--- config.mk ---
export PLATFORM = sky130hd
export DESIGN_NAME = reduced_power_mode_control
export DESIGN_NICKNAME = d
export VERILOG_FILES = /design/src/design/reduced_power_pkg.sv /design/src/design/reduced_power_mode_control.sv
export VERILOG_INCLUDE_DIRS = /design/src /design/src/design
export SDC_FILE = /design/constraint.sdc
export NUM_CORES = 1
export LEC_CHECK = 0
export CORE_UTILIZATION = 62
export DETAILED_ROUTE_END_ITERATION = 10
export DONT_BUFFER_PORTS = 1
export GPL_ROUTABILITY_DRIVEN = 1
export PLACE_DENSITY = 0.77
export RECOVER_POWER = 25
export SKIP_CTS_REPAIR_TIMING = 1
export SLEW_MARGIN = 15
export SYNTH_ARGS = -nofsm -noshare
export SYNTH_HDL_FRONTEND = slang
export SYNTH_SLANG_ARGS = --single-unit
export TNS_END_PERCENT = 30
--- constraint.sdc ---
create_clock -name clk -period 4.17 [get_ports clk]
set_input_delay 0.2085 -clock clk [delete_from_list [all_inputs] [get_ports clk]]
set_output_delay 0.2085 -clock clk [all_outputs]
set_load 0.01 [all_outputs]
--- src/design/reduced_power_regs.svh ---
`ifndef REDUCED_POWER_REGS_SVH
`define REDUCED_POWER_REGS_SVH

// APB byte addresses
`define PWR_CTRL_ADDR      12'h000
`define PWR_STATUS_ADDR    12'h004
`define IRQ_LEVEL_A_ADDR   12'h0b8
`define IRQ_LEVEL_B_ADDR   12'h0f8

// Power control field positions
`define IDLE_SELECT_POS    0
`define PDOWN_SELECT_POS   1
`define USER_FLAG_A_POS    2
`define USER_FLAG_B_POS    3

// Level group A: bit 7 is reserved
`define LEVEL_A_RSVD_POS   7

// Wake source indices
`define SRC_EXT0           0
`define SRC_TIMER0         1
`define SRC_EXT1           2
`define SRC_SECONDS        3
`define SRC_TIMER1         4
`define SRC_UART           5
`define SRC_I2C            6
`define SRC_COUNT          7

// Reset values
`define PWR_CTRL_RESET     8'h00
`define IRQ_LEVEL_RESET    8'h00

// Timing; the oscillator period equals one clk period
`define CLK_PERIOD_NS      50
`define OSC_PER_MACHINE    12
`define HF_RESET_OSC       24
`define PLL_RESET_MIN_NS   1000
`define PLL_RESTART_US     63000
`define WDT_RESTART_MACH   3
`define HF_RESET_CYCLES    (`HF_RESET_OSC)
`define PLL_RESET_CYCLES   ((`PLL_RESET_MIN_NS + `CLK_PERIOD_NS - 1) / `CLK_PERIOD_NS)
`define WDT_RESTART_CYCLES (`WDT_RESTART_MACH * `OSC_PER_MACHINE)
`define PLL_RESTART_CYCLES (`PLL_RESTART_US * 1000 / `CLK_PERIOD_NS)

`endif

--- src/design/reduced_power_pkg.sv ---
package reduced_power_pkg;

   typedef enum logic [1:0] {
      MODE_RUN,
      MODE_IDLE,
      MODE_PDOWN,
      MODE_RESTART
   } power_mode_e;

   // Pin overrides applied by the power modes
   typedef struct packed {
      logic       addrLatchStrobe;
      logic       programStrobe;
      logic       pulseOutputA;
      logic       pulseOutputB;
      logic       port0Float;
      logic [7:0] port2Out;
      logic       port2DriveN;
      logic       sclDriveN;
      logic       sdaDriveN;
   } pin_ctrl_s;

   typedef struct packed {
      power_mode_e mode;
      logic        userFlagA;
      logic        userFlagB;
      logic [6:0]  levelA;
      logic [7:0]  levelB;
      logic [20:0] restartCnt;
      logic [4:0]  resetHeld;
      logic        pready;
      logic        pslverr;
      logic [31:0] prdata;
      logic        cpuHalt;
      logic        cpuResetHold;
      logic        periphRun;
      logic        sysClkRun;
      logic        timer2Reset;
      logic        adcAbort;
      logic        hfOscRun;
      logic        slowOscRun;
      pin_ctrl_s   pins;
   } state_s;

endpackage

--- src/design/reduced_power_mode_control.sv ---
// Added by the designer: register access over APB.
`timescale 1ns/1ns
`include "reduced_power_regs.svh"

module reduced_power_mode_control
   import reduced_power_pkg::*;
#(
   parameter int unsigned PLL_RESTART_CYCLES = `PLL_RESTART_CYCLES
) (
   input  wire logic        clk,
   input  wire logic        resetn,
   // APB slave
   input  wire logic        psel,
   input  wire logic        penable,
   input  wire logic        pwrite,
   input  wire logic [11:0] paddr,
   input  wire logic [31:0] pwdata,
   output logic             pready,
   output logic [31:0]      prdata,
   output logic             pslverr,
   // Interrupt system
   input  wire logic [6:0]  irqPending,
   input  wire logic [6:0]  irqEnable,
   input  wire logic        inServiceHigh,
   input  wire logic        inServiceLow,
   input  wire logic        ext0LevelSense,
   input  wire logic        ext1LevelSense,
   // Resets and oscillator straps
   input  wire logic        hwResetReq,
   input  wire logic        watchdogOverflow,
   input  wire logic        watchdogEnabled,
   input  wire logic        watchdogDisableInput,
   input  wire logic        hfOscSelectInput,
   input  wire logic        keepSlowOscBit,
   // Pin sources from the normal logic
   input  wire logic        extProgMem,
   input  wire logic        addrLatchIn,
   input  wire logic        programStrobeIn,
   input  wire logic        pulseInA,
   input  wire logic        pulseInB,
   input  wire logic [7:0]  port2Latch,
   input  wire logic        i2cPortEnableBit,
   input  wire logic        sclDriveInN,
   input  wire logic        sdaDriveInN,
   // Mode controls
   output logic             cpuHalt,
   output logic             cpuResetHold,
   output logic             periphRun,
   output logic             sysClkRun,
   output logic             timer2Reset,
   output logic             adcAbort,
   output logic             hfOscRun,
   output logic             slowOscRun,
   output pin_ctrl_s        pins
);

   state_s st;
   state_s next_st;

   logic [6:0] srcLevel;
   logic [6:0] armed;
   logic [6:0] blocked;
   logic       idleWake;
   logic       pdCandidate;
   logic       pdWake;
   logic       wrAccess;
   logic       pdAllowed;
   logic [4:0] resetNeeded;
   logic       resetAccepted;

   // Each wake source looks up its own level bit; ext1 and seconds share one
   assign srcLevel[`SRC_EXT0]    = st.levelA[0];
   assign srcLevel[`SRC_TIMER0]  = st.levelA[1];
   assign srcLevel[`SRC_EXT1]    = st.levelA[2];
   assign srcLevel[`SRC_SECONDS] = st.levelA[2];
   assign srcLevel[`SRC_TIMER1]  = st.levelA[3];
   assign srcLevel[`SRC_UART]    = st.levelA[4];
   assign srcLevel[`SRC_I2C]     = st.levelA[5];

   // A source is blocked by an equal or higher level already in service
   assign armed   = irqPending & irqEnable;
   assign blocked = {7{inServiceHigh}} | (~srcLevel & {7{inServiceLow}});
   assign idleWake = |(armed & ~blocked);

   // Only level inputs, and seconds while ext1 is level-sensitive, can restart a stopped clock
   logic [6:0] pdSources;
   assign pdSources = {4'h0,
                       armed[`SRC_SECONDS] & ext1LevelSense,
                       armed[`SRC_EXT1] & ext1LevelSense,
                       armed[`SRC_EXT0] & ext0LevelSense};
   logic [6:0] pdSrcMapped;
   assign pdSrcMapped = {3'h0, pdSources[2], pdSources[1], 1'b0, pdSources[0]};
   assign pdCandidate = |pdSrcMapped;
   assign pdWake      = |(pdSrcMapped & ~blocked);

   // Writes land on the access edge, when pready is already high
   assign wrAccess  = psel & penable & pwrite & st.pready;
   assign pdAllowed = watchdogDisableInput & ~watchdogEnabled;

   // Short reset glitches are ignored; the minimum depends on the oscillator
   assign resetNeeded   = hfOscSelectInput ? 5'(`HF_RESET_CYCLES) : 5'(`PLL_RESET_CYCLES);
   assign resetAccepted = hwResetReq & (st.resetHeld >= resetNeeded - 5'h01);

   // Next state: bus, mode sequencing and registered pin controls
   always_comb begin
      next_st = st;
      next_st.pready  = psel & ~penable;
      next_st.pslverr = 1'b0;
      next_st.prdata  = 32'h0;

      // Setup cycle: decode and latch the answer for the access cycle
      if (psel & ~penable) begin
         unique case (paddr)
            `PWR_CTRL_ADDR: begin
               next_st.prdata[`IDLE_SELECT_POS]  = (st.mode == MODE_IDLE);
               next_st.prdata[`PDOWN_SELECT_POS] = (st.mode == MODE_PDOWN);
               next_st.prdata[`USER_FLAG_A_POS]  = st.userFlagA;
               next_st.prdata[`USER_FLAG_B_POS]  = st.userFlagB;
            end
            `PWR_STATUS_ADDR: begin
               next_st.prdata[1:0] = st.mode;
               next_st.prdata[2]   = st.cpuHalt;
               next_st.prdata[3]   = st.sysClkRun;
            end
            `IRQ_LEVEL_A_ADDR: begin
               next_st.prdata[6:0] = st.levelA;
            end
            `IRQ_LEVEL_B_ADDR: begin
               next_st.prdata[7:0] = st.levelB;
            end
            default: begin
               next_st.pslverr = 1'b1;
            end
         endcase
      end

      // Register writes
      if (wrAccess) begin
         unique case (paddr)
            `PWR_CTRL_ADDR: begin
               next_st.userFlagA = pwdata[`USER_FLAG_A_POS];
               next_st.userFlagB = pwdata[`USER_FLAG_B_POS];
               if (st.mode == MODE_RUN) begin
                  // Power-down wins over idle when both are written and pdAllowed is high
                  if (pwdata[`PDOWN_SELECT_POS] && pdAllowed) begin
                     next_st.mode = MODE_PDOWN;
                  end else if (pwdata[`IDLE_SELECT_POS]) begin
                     next_st.mode = MODE_IDLE;
                  end
               end
            end
            `IRQ_LEVEL_A_ADDR: begin
               next_st.levelA = pwdata[6:0];
            end
            `IRQ_LEVEL_B_ADDR: begin
               next_st.levelB = pwdata[7:0];
            end
            default: begin
            end
         endcase
      end

      // Hardware wake and reset sequencing
      unique case (st.mode)
         MODE_RUN: begin
         end
         MODE_IDLE: begin
            if (idleWake) begin
               next_st.mode = MODE_RUN;
            end
         end
         MODE_PDOWN: begin
            if (pdWake) begin
               next_st.mode = MODE_RUN;
            end else if (pdCandidate) begin
               next_st.mode = MODE_IDLE;
            end
         end
         MODE_RESTART: begin
            if (!hwResetReq) begin
               if (st.restartCnt <= 21'h1) begin
                  next_st.mode = MODE_RUN;
                  next_st.restartCnt = 21'h0;
               end else begin
                  next_st.restartCnt = st.restartCnt - 21'h1;
               end
            end
         end
      endcase

      // Watchdog overflow restarts after a fixed number of machine cycles
      if (watchdogOverflow) begin
         next_st.mode       = MODE_RESTART;
         next_st.restartCnt = 21'(`WDT_RESTART_CYCLES);
      end

      // External reset: counted while held, then registers clear
      next_st.resetHeld = hwResetReq ? ((st.resetHeld == 5'h1f) ? st.resetHeld : st.resetHeld + 5'h01) : 5'h00;
      if (resetAccepted) begin
         next_st.mode       = MODE_RESTART;
         next_st.restartCnt = hfOscSelectInput ? 21'h1 : 21'(PLL_RESTART_CYCLES);
      end
      if (resetAccepted || watchdogOverflow) begin
         next_st.userFlagA = 1'b0;
         next_st.userFlagB = 1'b0;
         next_st.levelA    = 7'h0;
         next_st.levelB    = `IRQ_LEVEL_RESET;
      end

      // Mode outputs follow the next mode so they change together with it
      next_st.cpuHalt      = (next_st.mode != MODE_RUN);
      next_st.cpuResetHold = (next_st.mode == MODE_RESTART);
      next_st.periphRun    = (next_st.mode != MODE_PDOWN);
      next_st.sysClkRun    = (next_st.mode != MODE_PDOWN);
      next_st.timer2Reset  = (next_st.mode == MODE_IDLE) || (next_st.mode == MODE_PDOWN);
      next_st.adcAbort     = next_st.timer2Reset;
      next_st.hfOscRun     = hfOscSelectInput & (next_st.mode != MODE_PDOWN);
      next_st.slowOscRun   = ~hfOscSelectInput & ((next_st.mode != MODE_PDOWN) | keepSlowOscBit);

      // Pins: normal sources pass through, reduced modes override
      next_st.pins.addrLatchStrobe = addrLatchIn;
      next_st.pins.programStrobe   = programStrobeIn;
      next_st.pins.pulseOutputA    = pulseInA;
      next_st.pins.pulseOutputB    = pulseInB;
      next_st.pins.port0Float      = 1'b0;
      next_st.pins.port2Out        = port2Latch;
      next_st.pins.port2DriveN     = 1'b1;
      next_st.pins.sclDriveN       = sclDriveInN;
      next_st.pins.sdaDriveN       = sdaDriveInN;
      if (next_st.mode == MODE_IDLE) begin
         next_st.pins.addrLatchStrobe = 1'b1;
         next_st.pins.programStrobe   = 1'b1;
         next_st.pins.pulseOutputA    = 1'b1;
         next_st.pins.pulseOutputB    = 1'b1;
         next_st.pins.port0Float      = extProgMem;
         if (!i2cPortEnableBit) begin
            next_st.pins.sclDriveN = 1'b1;
            next_st.pins.sdaDriveN = 1'b1;
         end
      end else if (next_st.mode == MODE_PDOWN) begin
         next_st.pins.addrLatchStrobe = 1'b0;
         next_st.pins.programStrobe   = 1'b0;
         next_st.pins.pulseOutputA    = 1'b1;
         next_st.pins.pulseOutputB    = 1'b1;
         next_st.pins.port0Float      = extProgMem;
         next_st.pins.port2DriveN     = ~extProgMem;
         next_st.pins.sclDriveN       = 1'b1;
         next_st.pins.sdaDriveN       = 1'b1;
      end
   end

   // Single state register; reset leaves both modes inactive
   always_ff @(posedge clk or negedge resetn) begin
      if (!resetn) begin
         st                      <= '0;
         st.mode                 <= MODE_RUN;
         st.periphRun            <= 1'b1;
         st.sysClkRun            <= 1'b1;
         st.hfOscRun             <= 1'b1;
         st.slowOscRun           <= 1'b0;
         st.pins.addrLatchStrobe <= 1'b1;
         st.pins.programStrobe   <= 1'b1;
         st.pins.pulseOutputA    <= 1'b1;
         st.pins.pulseOutputB    <= 1'b1;
         st.pins.port2DriveN     <= 1'b1;
         st.pins.sclDriveN       <= 1'b1;
         st.pins.sdaDriveN       <= 1'b1;
      end else begin
         st <= next_st;
      end
   end

   // Outputs straight from the state register
   assign pready       = st.pready;
   assign prdata       = st.prdata;
   assign pslverr      = st.pslverr;
   assign cpuHalt      = st.cpuHalt;
   assign cpuResetHold = st.cpuResetHold;
   assign periphRun    = st.periphRun;
   assign sysClkRun    = st.sysClkRun;
   assign timer2Reset  = st.timer2Reset;
   assign adcAbort     = st.adcAbort;
   assign hfOscRun     = st.hfOscRun;
   assign slowOscRun   = st.slowOscRun;
   assign pins         = st.pins;

   logic pdWrite;
   logic idleWrite;
   assign pdWrite   = wrAccess && paddr == `PWR_CTRL_ADDR && pwdata[`PDOWN_SELECT_POS] && st.mode == MODE_RUN;
   assign idleWrite = wrAccess && paddr == `PWR_CTRL_ADDR && pwdata[`IDLE_SELECT_POS]
                      && !pwdata[`PDOWN_SELECT_POS] && st.mode == MODE_RUN;
endmodule // reduced_power_mode_control

-- After elaboration in Yosys (flattened, before gate mapping)
Cells that the tools add are included.
- register bits after elaboration: 77
- input bits: 89
- output and inout port bits: 58
- word-level logic and storage cells: 122
- $add $sub $neg: 3
- $lt $le $gt $ge: 2
- equal/unequal tests: 13
- muxes and demuxes: 37
- bitwise operators: 23
- reductions and logical operators: 19
- operators by type and width (operator ; number):
    $mux 21 ; 6
    $eq 12x8->1 const B ; 2
    $mux 2 ; 12
    $and 7x7->7 ; 3
    $le 21x1->1 const B ; 1
    $sub 21x1->21 const B ; 1
    $mux 5 ; 4
    $mux 19 ; 1
    $mux 17 ; 1
    $mux 8 ; 2
    $pmux 4 s4 ; 1
    $not 7->7 ; 2
    $reduce_or 7->1 ; 2
    $eq 12x3->1 const B ; 1
    $logic_not 12->1 ; 1
    $and 1x1->1 ; 11
    $reduce_bool 2->1 ; 5
    $eq 2x2->1 const B ; 4
    $mux 4 ; 2
    $reduce_and 2->1 ; 4
    $and 4x7->7 ; 1
    $mux 7 ; 1
    $or 7x7->7 ; 1
    $pmux 2 s3 ; 1
    18 further kinds ; 27

-- Depth between registers and ports, before layout
Gate-level depths: netlist of the first run.
- depth in word-level cells: 15
- depth in mapped cells: 12
- depth with buffers taken out: 12

-- Worst setup path before layout of the first run
No wires, ideal clock.
- path kind: register to register
- start: reg st[76] (netlist bit)
- end: reg pins[12] (netlist name)
- library setup time: 88 ps
- arrival time: 2439 ps
- required time: 4082 ps
- slack: 1643 ps
- cell stages (with the launch flop): 8
- buffers on the path: 0
- clock period less this slack: 2527 ps
- cell sequence: dfrtp_1 > nor4_1 > nand3_1 > nor3_1 > o21ai_0 > or3_1 > ha_1 > or3_1
- RTL lines (element ; line ; source):
    from (decl) ; reduced_power_mode_control.sv:57 ; state_s st;
    from (signal assigned) ; reduced_power_mode_control.sv:269 ; st <= next_st;

==> results of run 1 <==
registers in the layout (all words and copies together) (netlist names), 6 cells and up:
name / count
st: 39
pins: 16
prdata: 8
srcLevel: 6
cell type report:
type                       instances  area (um2)
multi-input combinational        304        1940
fill                             499        2020
sequential                        77        1940
inverter                          17        63.8
tap                               77        96.3
clock inverter                     5        58.8
timing repair buffer              24         230
clock buffer                      11         151
power by group through the flow:
stage	clock (mW)	sequential, mW	combinational [mW]
final	0.587	0.874	0.241
after global routing	0.627	0.882	0.273
after CTS	0.595	0.873	0.207
after detailed placement	0	0.887	0.204
after global placement	0	0.884	0.198
after floorplan	0	0.861	0.217
metal layers:
layer / part of all wire [%] / global-route usage, % / routed length (um)
met3: 6.7 / 6.13 / 594
met4: 1.5 / 10.9 / 129
met5: 0 / 0 / 0
met1: 42 / 33.7 / 3750
met2: 50 / 40.5 / 4400
Yosys cell counts, drive strengths merged, types with 4 or more instances:
cell type  number
dfrtp          68
nor2           53
buf            50
nand2          26
mux2i          25
inv            17
a21oi          15
nor4           13
nor3           12
ha             10
o21ai          10
a211oi          9
dfstp           9
nand3           9
a31oi           8
clkbuf          8
nand2b          7
and3            6
nand4           5
or3             5
nor3b           4
o31a            4
cells in the final DEF (no fill, tap or decap), types with 11 or more instances in the layout:
| master | instances |
|---|---|
| dlygate4sd3_1 | 21 |
| mux2i_1 | 25 |
| a21oi_1 | 15 |
| nor4_1 | 13 |
| nand2_1 | 26 |
| conb_1 | 24 |
| dfrtp_1 | 68 |
| nor2_1 | 46 |
| nor3_1 | 11 |
| clkbuf_8 | 11 |
| inv_1 | 17 |
path summary, 6_finish.rpt:
check / endpoint / depth (start not counted)
worst max-delay path: pins[1]$_DFF_PN1_ / 10
worst min-delay path: st[89]$_DFFE_PN0P_ / 2
worst max register to register: pins[1]$_DFF_PN1_ / 10
worst min register to register: st[82]$_DFFE_PN0P_ / 1
max in group asynchronous: st[68]$_DFFE_PN0P_ / 2
min in group asynchronous: prdata[7]$_DFF_PN0_ / 2
worst max-delay path, cell delays in order, from the launching register on:
cell and delay [ns]:
dfrtp_1 0.43, nor4_1 0.53, nand3_1 0.37, nor3_1 0.28, o21ai_0 0.18, nor3_1 0.41
ha_1 0.31, inv_1 0.11, nor2_1 0.20, a21oi_1 0.09, nand2b_1 0.10
stage by stage:
stage	instance area (um2)	utilization (%)	cells	worst slack, ns
final	4480	69.0	515	1.11
after global routing	4480	69.0	515	0.913
after CTS	4260	65.7	493	1.24
after detailed placement	4050	62.4	477	1.24
after global placement	4050	62.4	477	1.33
after floorplan	4340	-	456	1.64
kinds of logic (layout without fill, tap and decap cells):
logic type,after synthesis,in the layout
multiplexers,27,27
adder cells (fa/ha/maj),10,10
XOR/XNOR,3,3
AND/OR/NAND/NOR,158,158
AO/OA/AOI/OAI,82,82
other,1,24
buffers and inverters,75,57
flip-flops,77,77
==> metrics.md, run 1 <==
| Metric | Value |
|---|---|
| Top-area cell type share of the netlist area | 40.0% |
| EDFF count, synth | 0 |
| Clk buf depth | 2 |
| Tcrit/Tclk final | 73.5% |
| PwrDens | 380 mW/mm2 |
| Tightest Pin Transition | 1.85 ns |
| Clock transition at path regs | 0.08 ns |
| Asr flop ratio synth | 100% |
| Yosys warns | 0 |
| Inserted Diodes | 0 |
| Min-delay src | pwdata[5] |
| Routed len/inst | 17.2 um |
| Fmax achieved | 0.326 GHz |
| Largest net degree at the start of global routing | 78 |
| Register area share after synthesis | 45.6% |
| Worst Skew | 0.0103 ns |
| XOR/XNOR Fraction of Synth Area | 0.618% |
| Wirelength, routed | 8.88 mm |
| Synth Area in Compound Gates | 13.8% |
| Max Cap Viol | 1 |
| Final setup fails | 0 |
| Cell count after synthesis | 433 |
| Worst Setup End Kind | flop |
| Post-synthesis instance area | 0.00425 mm2 |
| Net Switching | 0.492 mW |
| CP arrival | 3.36 ns |
| Die width | 84.8 um |
| Clock sink total | 77 |
| Final Wtd Congestion | 0.893 |
| Critical Path RT | 4.47 ns |
| Via count | 3171 |
| Peak fanout along the critical path | 8 |
| Leak | 1.98 nW |
| Vias per std cell | 6.16 |
| Gate power share | 14.2% |
| Status | finished with violations |
| DR iter-0 viols | 246 |
| Vias in the first global route | 2991 |
| Worst VDD drop | 0.000223 V |
| Sw Ratio | 28.9% |
| Gr ovfl total | 0 |
| Critical Path Start | st[76]$_DFFE_PN0P_ |
| Die area | 0.00720 mm2 |
| DRC viols | 13 |
| RSZ-0062 raised after global routing | no |
| Row cnt | 29 |
| Setup TNS | 0 ns |
| Crit Path Class | flop to flop |
| Hold slack | 0.0109 ns |
| GR Util All Layers | 25.5% |
| Core box area | 0.00649 mm2 |
| Post-synthesis mux area share | 6.41% |
| HP Class | input pin to flop |
| Reg2reg start | st[76]$_DFFE_PN0P_ |
| Slew HR | -23.4% |
| Area growth, synth to finish | 5.29% |
| Clock H-tree levels | 3 |
| Hold Violations, Final | 0 |
| Distinct cells, synth | 59 |
| Pint | 1.21 mW |
| Max-slew violations | 78 |
| First-pass GRT wire length | 14.3 mm |
| CTS tree | yes |
| Inserted Clock Buffers | 9 |
| Initial antenna violation count | 0 |
| PortBufs | 0 |
| Area leader, netlist | dfrtp_1 |
| Total power | 1.70 mW |
| # IOs | 147 |
| First drt pass iteration count | 8 |
| Area share of and/or/nand/nor cells after synthesis | 19.6% |
| Crit start category | flop |
| Later-pin clock latency in the skew report | 0.35 ns |
| Clock power frac | 34.5% |
| Root buf cell | clkbuf_8 |
| Register bit total from synthesis | 77 |
| Sequential power share | 51.3% |
| Share of layout cells above drive strength 1 | 10.7% |
| Dominant cells by area after synthesis | dfrtp_1 40%, buf_4 8.8%, mux2i_1 5.9% |
| Min Tclk post-route | 3.06 ns |
| Main combinational cell family by area after synthesis | simple AND/OR/NAND/NOR gates |
| Die Height | 84.8 um |
| Mapped Avg Cell Area | 9.82 um2 |
| Final HPWL DP | 6.14 mm |
| Adder-Cell Fraction of Synth Area | 2.94% |
| Synth Flop Type | dfrtp_1 |
| Initial core utilization | 65.5% |
| Final net count | 532 |
| Flop2flop setup slack | 1.11 ns |
| Failing checks | DRC, capacitance limit, slew limit |
| Antenna viol nets, final | 0 |
Note: power is estimated with default switching activity, not from simulation.
==> inputs of run 2 (changes only) <==
--- a/config.mk
+++ b/config.mk
@@ -6,6 +6,7 @@
 export SDC_FILE = /design/constraint.sdc
 export NUM_CORES = 1
 export LEC_CHECK = 0
+export ABC_AREA = 1
 export CORE_UTILIZATION = 62
 export DETAILED_ROUTE_END_ITERATION = 10
 export DONT_BUFFER_PORTS = 1
==> constraint.sdc (replaced) <==
create_clock -name clk -period 3.1 [get_ports clk]
set_input_delay 0.155 -clock clk [delete_from_list [all_inputs] [get_ports clk]]
set_output_delay 0.155 -clock clk [all_outputs]
set_load 0.01 [all_outputs]
==> metrics.md, run 2 <==
| Metric | Value |
|---|---|
| Clock sink total | 77 |
| Cell count after synthesis | 555 |
| Most used cell, CP | nand2_1 |
| Clock transition at path regs | 0.09 ns |
| WP depth | 13 |
| Critical Path RT | 3.39 ns |
| HP Class | input pin to flop |
| Vias per std cell | 5.35 |
| # IOs | 147 |
| Placed Cells incl. Taps | 620 |
| Final net count | 657 |
| Later-pin clock latency in the skew report | 0.35 ns |
| Setup TNS | 0 ns |
| Yosys warns | 0 |
| Cell family with most CP delay | buffers and inverters |
| Worst VDD drop | 0.000374 V |
| Initial core utilization | 64.8% |
| First drt pass iteration count | 4 |
| CP arrival | 2.79 ns |
| CP peak stage delay | 0.57 ns |
| Clock H-tree levels | 3 |
| Largest register FFs | 39 |
| RSZ-0062 raised after global routing | no |
| Largest register by flop count | st |
| Max Cap Viol | 1 |
| Register area share after synthesis | 43.8% |
| Vias in the first global route | 3224 |
| Final Wtd Congestion | 0.856 |
| Via count | 3526 |
| Core box area | 0.00683 mm2 |
| DP Area | 0.00422 mm2 |
| Final core utilization | 68.5% |
| Reg2reg start | st[58]$_DFFE_PN0P_ |
| Fin worst setup slack | 0.596 ns |
| First-pass GRT wire length | 14.6 mm |
| Total power | 3.00 mW |
| Min Tclk post-route | 2.50 ns |
| Setup crit end | pins[1]$_DFF_PN1_ |
| Worst r2r dst | pins[1]$_DFF_PN1_ |
| Status | finished with violations |
| Tightest Pin Transition | 1.84 ns |
| Area growth, synth to finish | 5.83% |
| Max Used Layer | met4 |
| Max-slew violations | 78 |
| Post-layout instance count excluding filler cells | 659 |
| Inserted Clock Buffers | 9 |
| Row cnt | 30 |
| GR Util All Layers | 25.5% |
| Antenna viol nets, final | 0 |
| Worst Setup End Kind | flop |
| Wirelength, routed | 9.43 mm |
| Most common cell after layout, fill and taps aside | nand2_1 |
| Register bit total from synthesis | 77 |
| R2R depth | 13 |
| CTS tree | yes |
| Hold slack | -0.0193 ns |
| Synth Flop Type | dfrtp_1 |
| Final setup fails | 0 |
| PwrDens | 641 mW/mm2 |
| DP Worst Slack | 0.652 ns |
| Dominant cells by area after synthesis | dfrtp_1 38%, nand2_1 9.8%, buf_4 8.7% |
| Asr flop ratio synth | 100% |
| Die width | 86.5 um |
| Peak fanout along the critical path | 12 |
| Hold Violations, Final | 2 |
| PortBufs | 0 |
| Top-area cell type share of the netlist area | 38.5% |
| Commonest cells post-synth | 115 x nand2_1, 76 x nor2_1, 68 x dfrtp_1 |
| Mapped Avg Cell Area | 7.97 um2 |
| Met2 wire len | 4.60 mm |
| Crit Path Class | input pin to flop |
| Clk buf depth | 2 |
| Distinct cells, synth | 40 |
| Failing checks | hold timing, capacitance limit, slew limit |
| Share of layout cells above drive strength 1 | 10.1% |
| Tcrit/Tclk final | 80.8% |
| Critical Path Start | hfOscSelectInput |
| Fill cells | 571 |
| Slew HR | -22.6% |
| DRC viols | 0 |
| Slowest-stage cell, CP | dlygate4sd3_1 |
| Fmax achieved | 0.399 GHz |
| Post-synthesis instance area | 0.00442 mm2 |
| Ordered list of cells on the worst path | dlygate4sd3_1 > inv_1 > ha_1 > nand2_1 > nand2_1 > nand2_2 > nand2_4 > inv_2 > nand2_1 > o21bai_1 > ha_1 > o21ai_0 > nand2_1 |
| Gr ovfl total | 0 |
| Leak | 2.24 nW |
| Final HPWL DP | 6.61 mm |
| Commonest non-fill, non-tap cells in the layout | 115 x nand2_1, 76 x nor2_1, 68 x dfrtp_1 |
| Initial antenna violation count | 0 |
| Flop2flop setup slack | 0.60 ns |
| Metal-1 WL | 3.99 mm |
| Largest net degree at the start of global routing | 78 |
| Root buf cell | clkbuf_8 |
| Buf/Inv on CP | 3 |
| Worst Skew | 0.0102 ns |
| Inserted Diodes | 0 |
| Most frequent cell after synthesis | nand2_1 |
| Met3 WL | 515 um |
| DR iter-0 viols | 181 |
| Die area | 0.00748 mm2 |
| Area leader, netlist | dfrtp_1 |
| EDFF count, synth | 0 |
| Routed len/inst | 14.3 um |
| Crit start category | input pin |
| Post-Layout Inst Area | 0.00468 mm2 |
| Die Height | 86.5 um |
run 2: routing by layer:
metal  track usage (%)  vias up
li1                  -     1730
met1              31.7     1647
met2              42.1      119
met3              4.67       30
met4              14.1        0
met5                 0        -
run 2: worst reg2reg max path, stage by stage, from the launching register on:
cell and delay [ns]:
dfrtp_1 0.41, ha_1 0.23, inv_1 0.08, nand2_1 0.05
nand2_1 0.05, nand2_1 0.05, nand2_2 0.11, nand2_4 0.15
inv_2 0.18, nand2_1 0.11, o21bai_1 0.29, ha_1 0.43
o21ai_0 0.20, nand2_1 0.11
run 2: cell families after synthesis:
family | after synthesis | synth area share, %
other | 1 | 0.0848
buffers and inverters | 111 | 14.4
AO/OA/AOI/OAI | 72 | 8.82
AND/OR/NAND/NOR | 276 | 28.5
adder cells (fa/ha/maj) | 10 | 2.83
flip-flops | 77 | 43.8
XOR/XNOR | 8 | 1.58
run 2: layout make-up:
class	count	area (um2)	area share [%]
Tap cell	96	120	2.57
Timing Repair Buffer	24	233	4.97
Clock buffer	10	128	2.73
Multi-Input combinational cell	390	1940	41.4
Sequential cell	77	1940	41.4
Clock inverter	6	113	2.41
Inverter	56	214	4.57
run 2: power by group:
group | internal [mW] | switching [mW]
clock | 0.537 | 0.380
combinational | 0.263 | 0.478
sequential | 1.18 | 0.168
total | 1.97 | 1.03
run 2: worst min path at each step:
stage | startpoint | endpoint | slack, ns | cells past startpoint
final | pwdata[6] | st[90]$_DFFE_PN0P_ | -0.02 | 2
after global placement | resetn | st[59]$_DFFE_PN0P_ | -0.14 | 0
after floorplan | resetn | adcAbort$_DFF_PN0_ | -0.14 | 0
after global routing | hwResetReq | st[60]$_DFFE_PN0P_ | 0.006 | 2
after CTS | resetn | prdata[7]$_DFF_PN0_ | -0.53 | 0
after detailed placement | resetn | st[59]$_DFFE_PN0P_ | -0.14 | 0
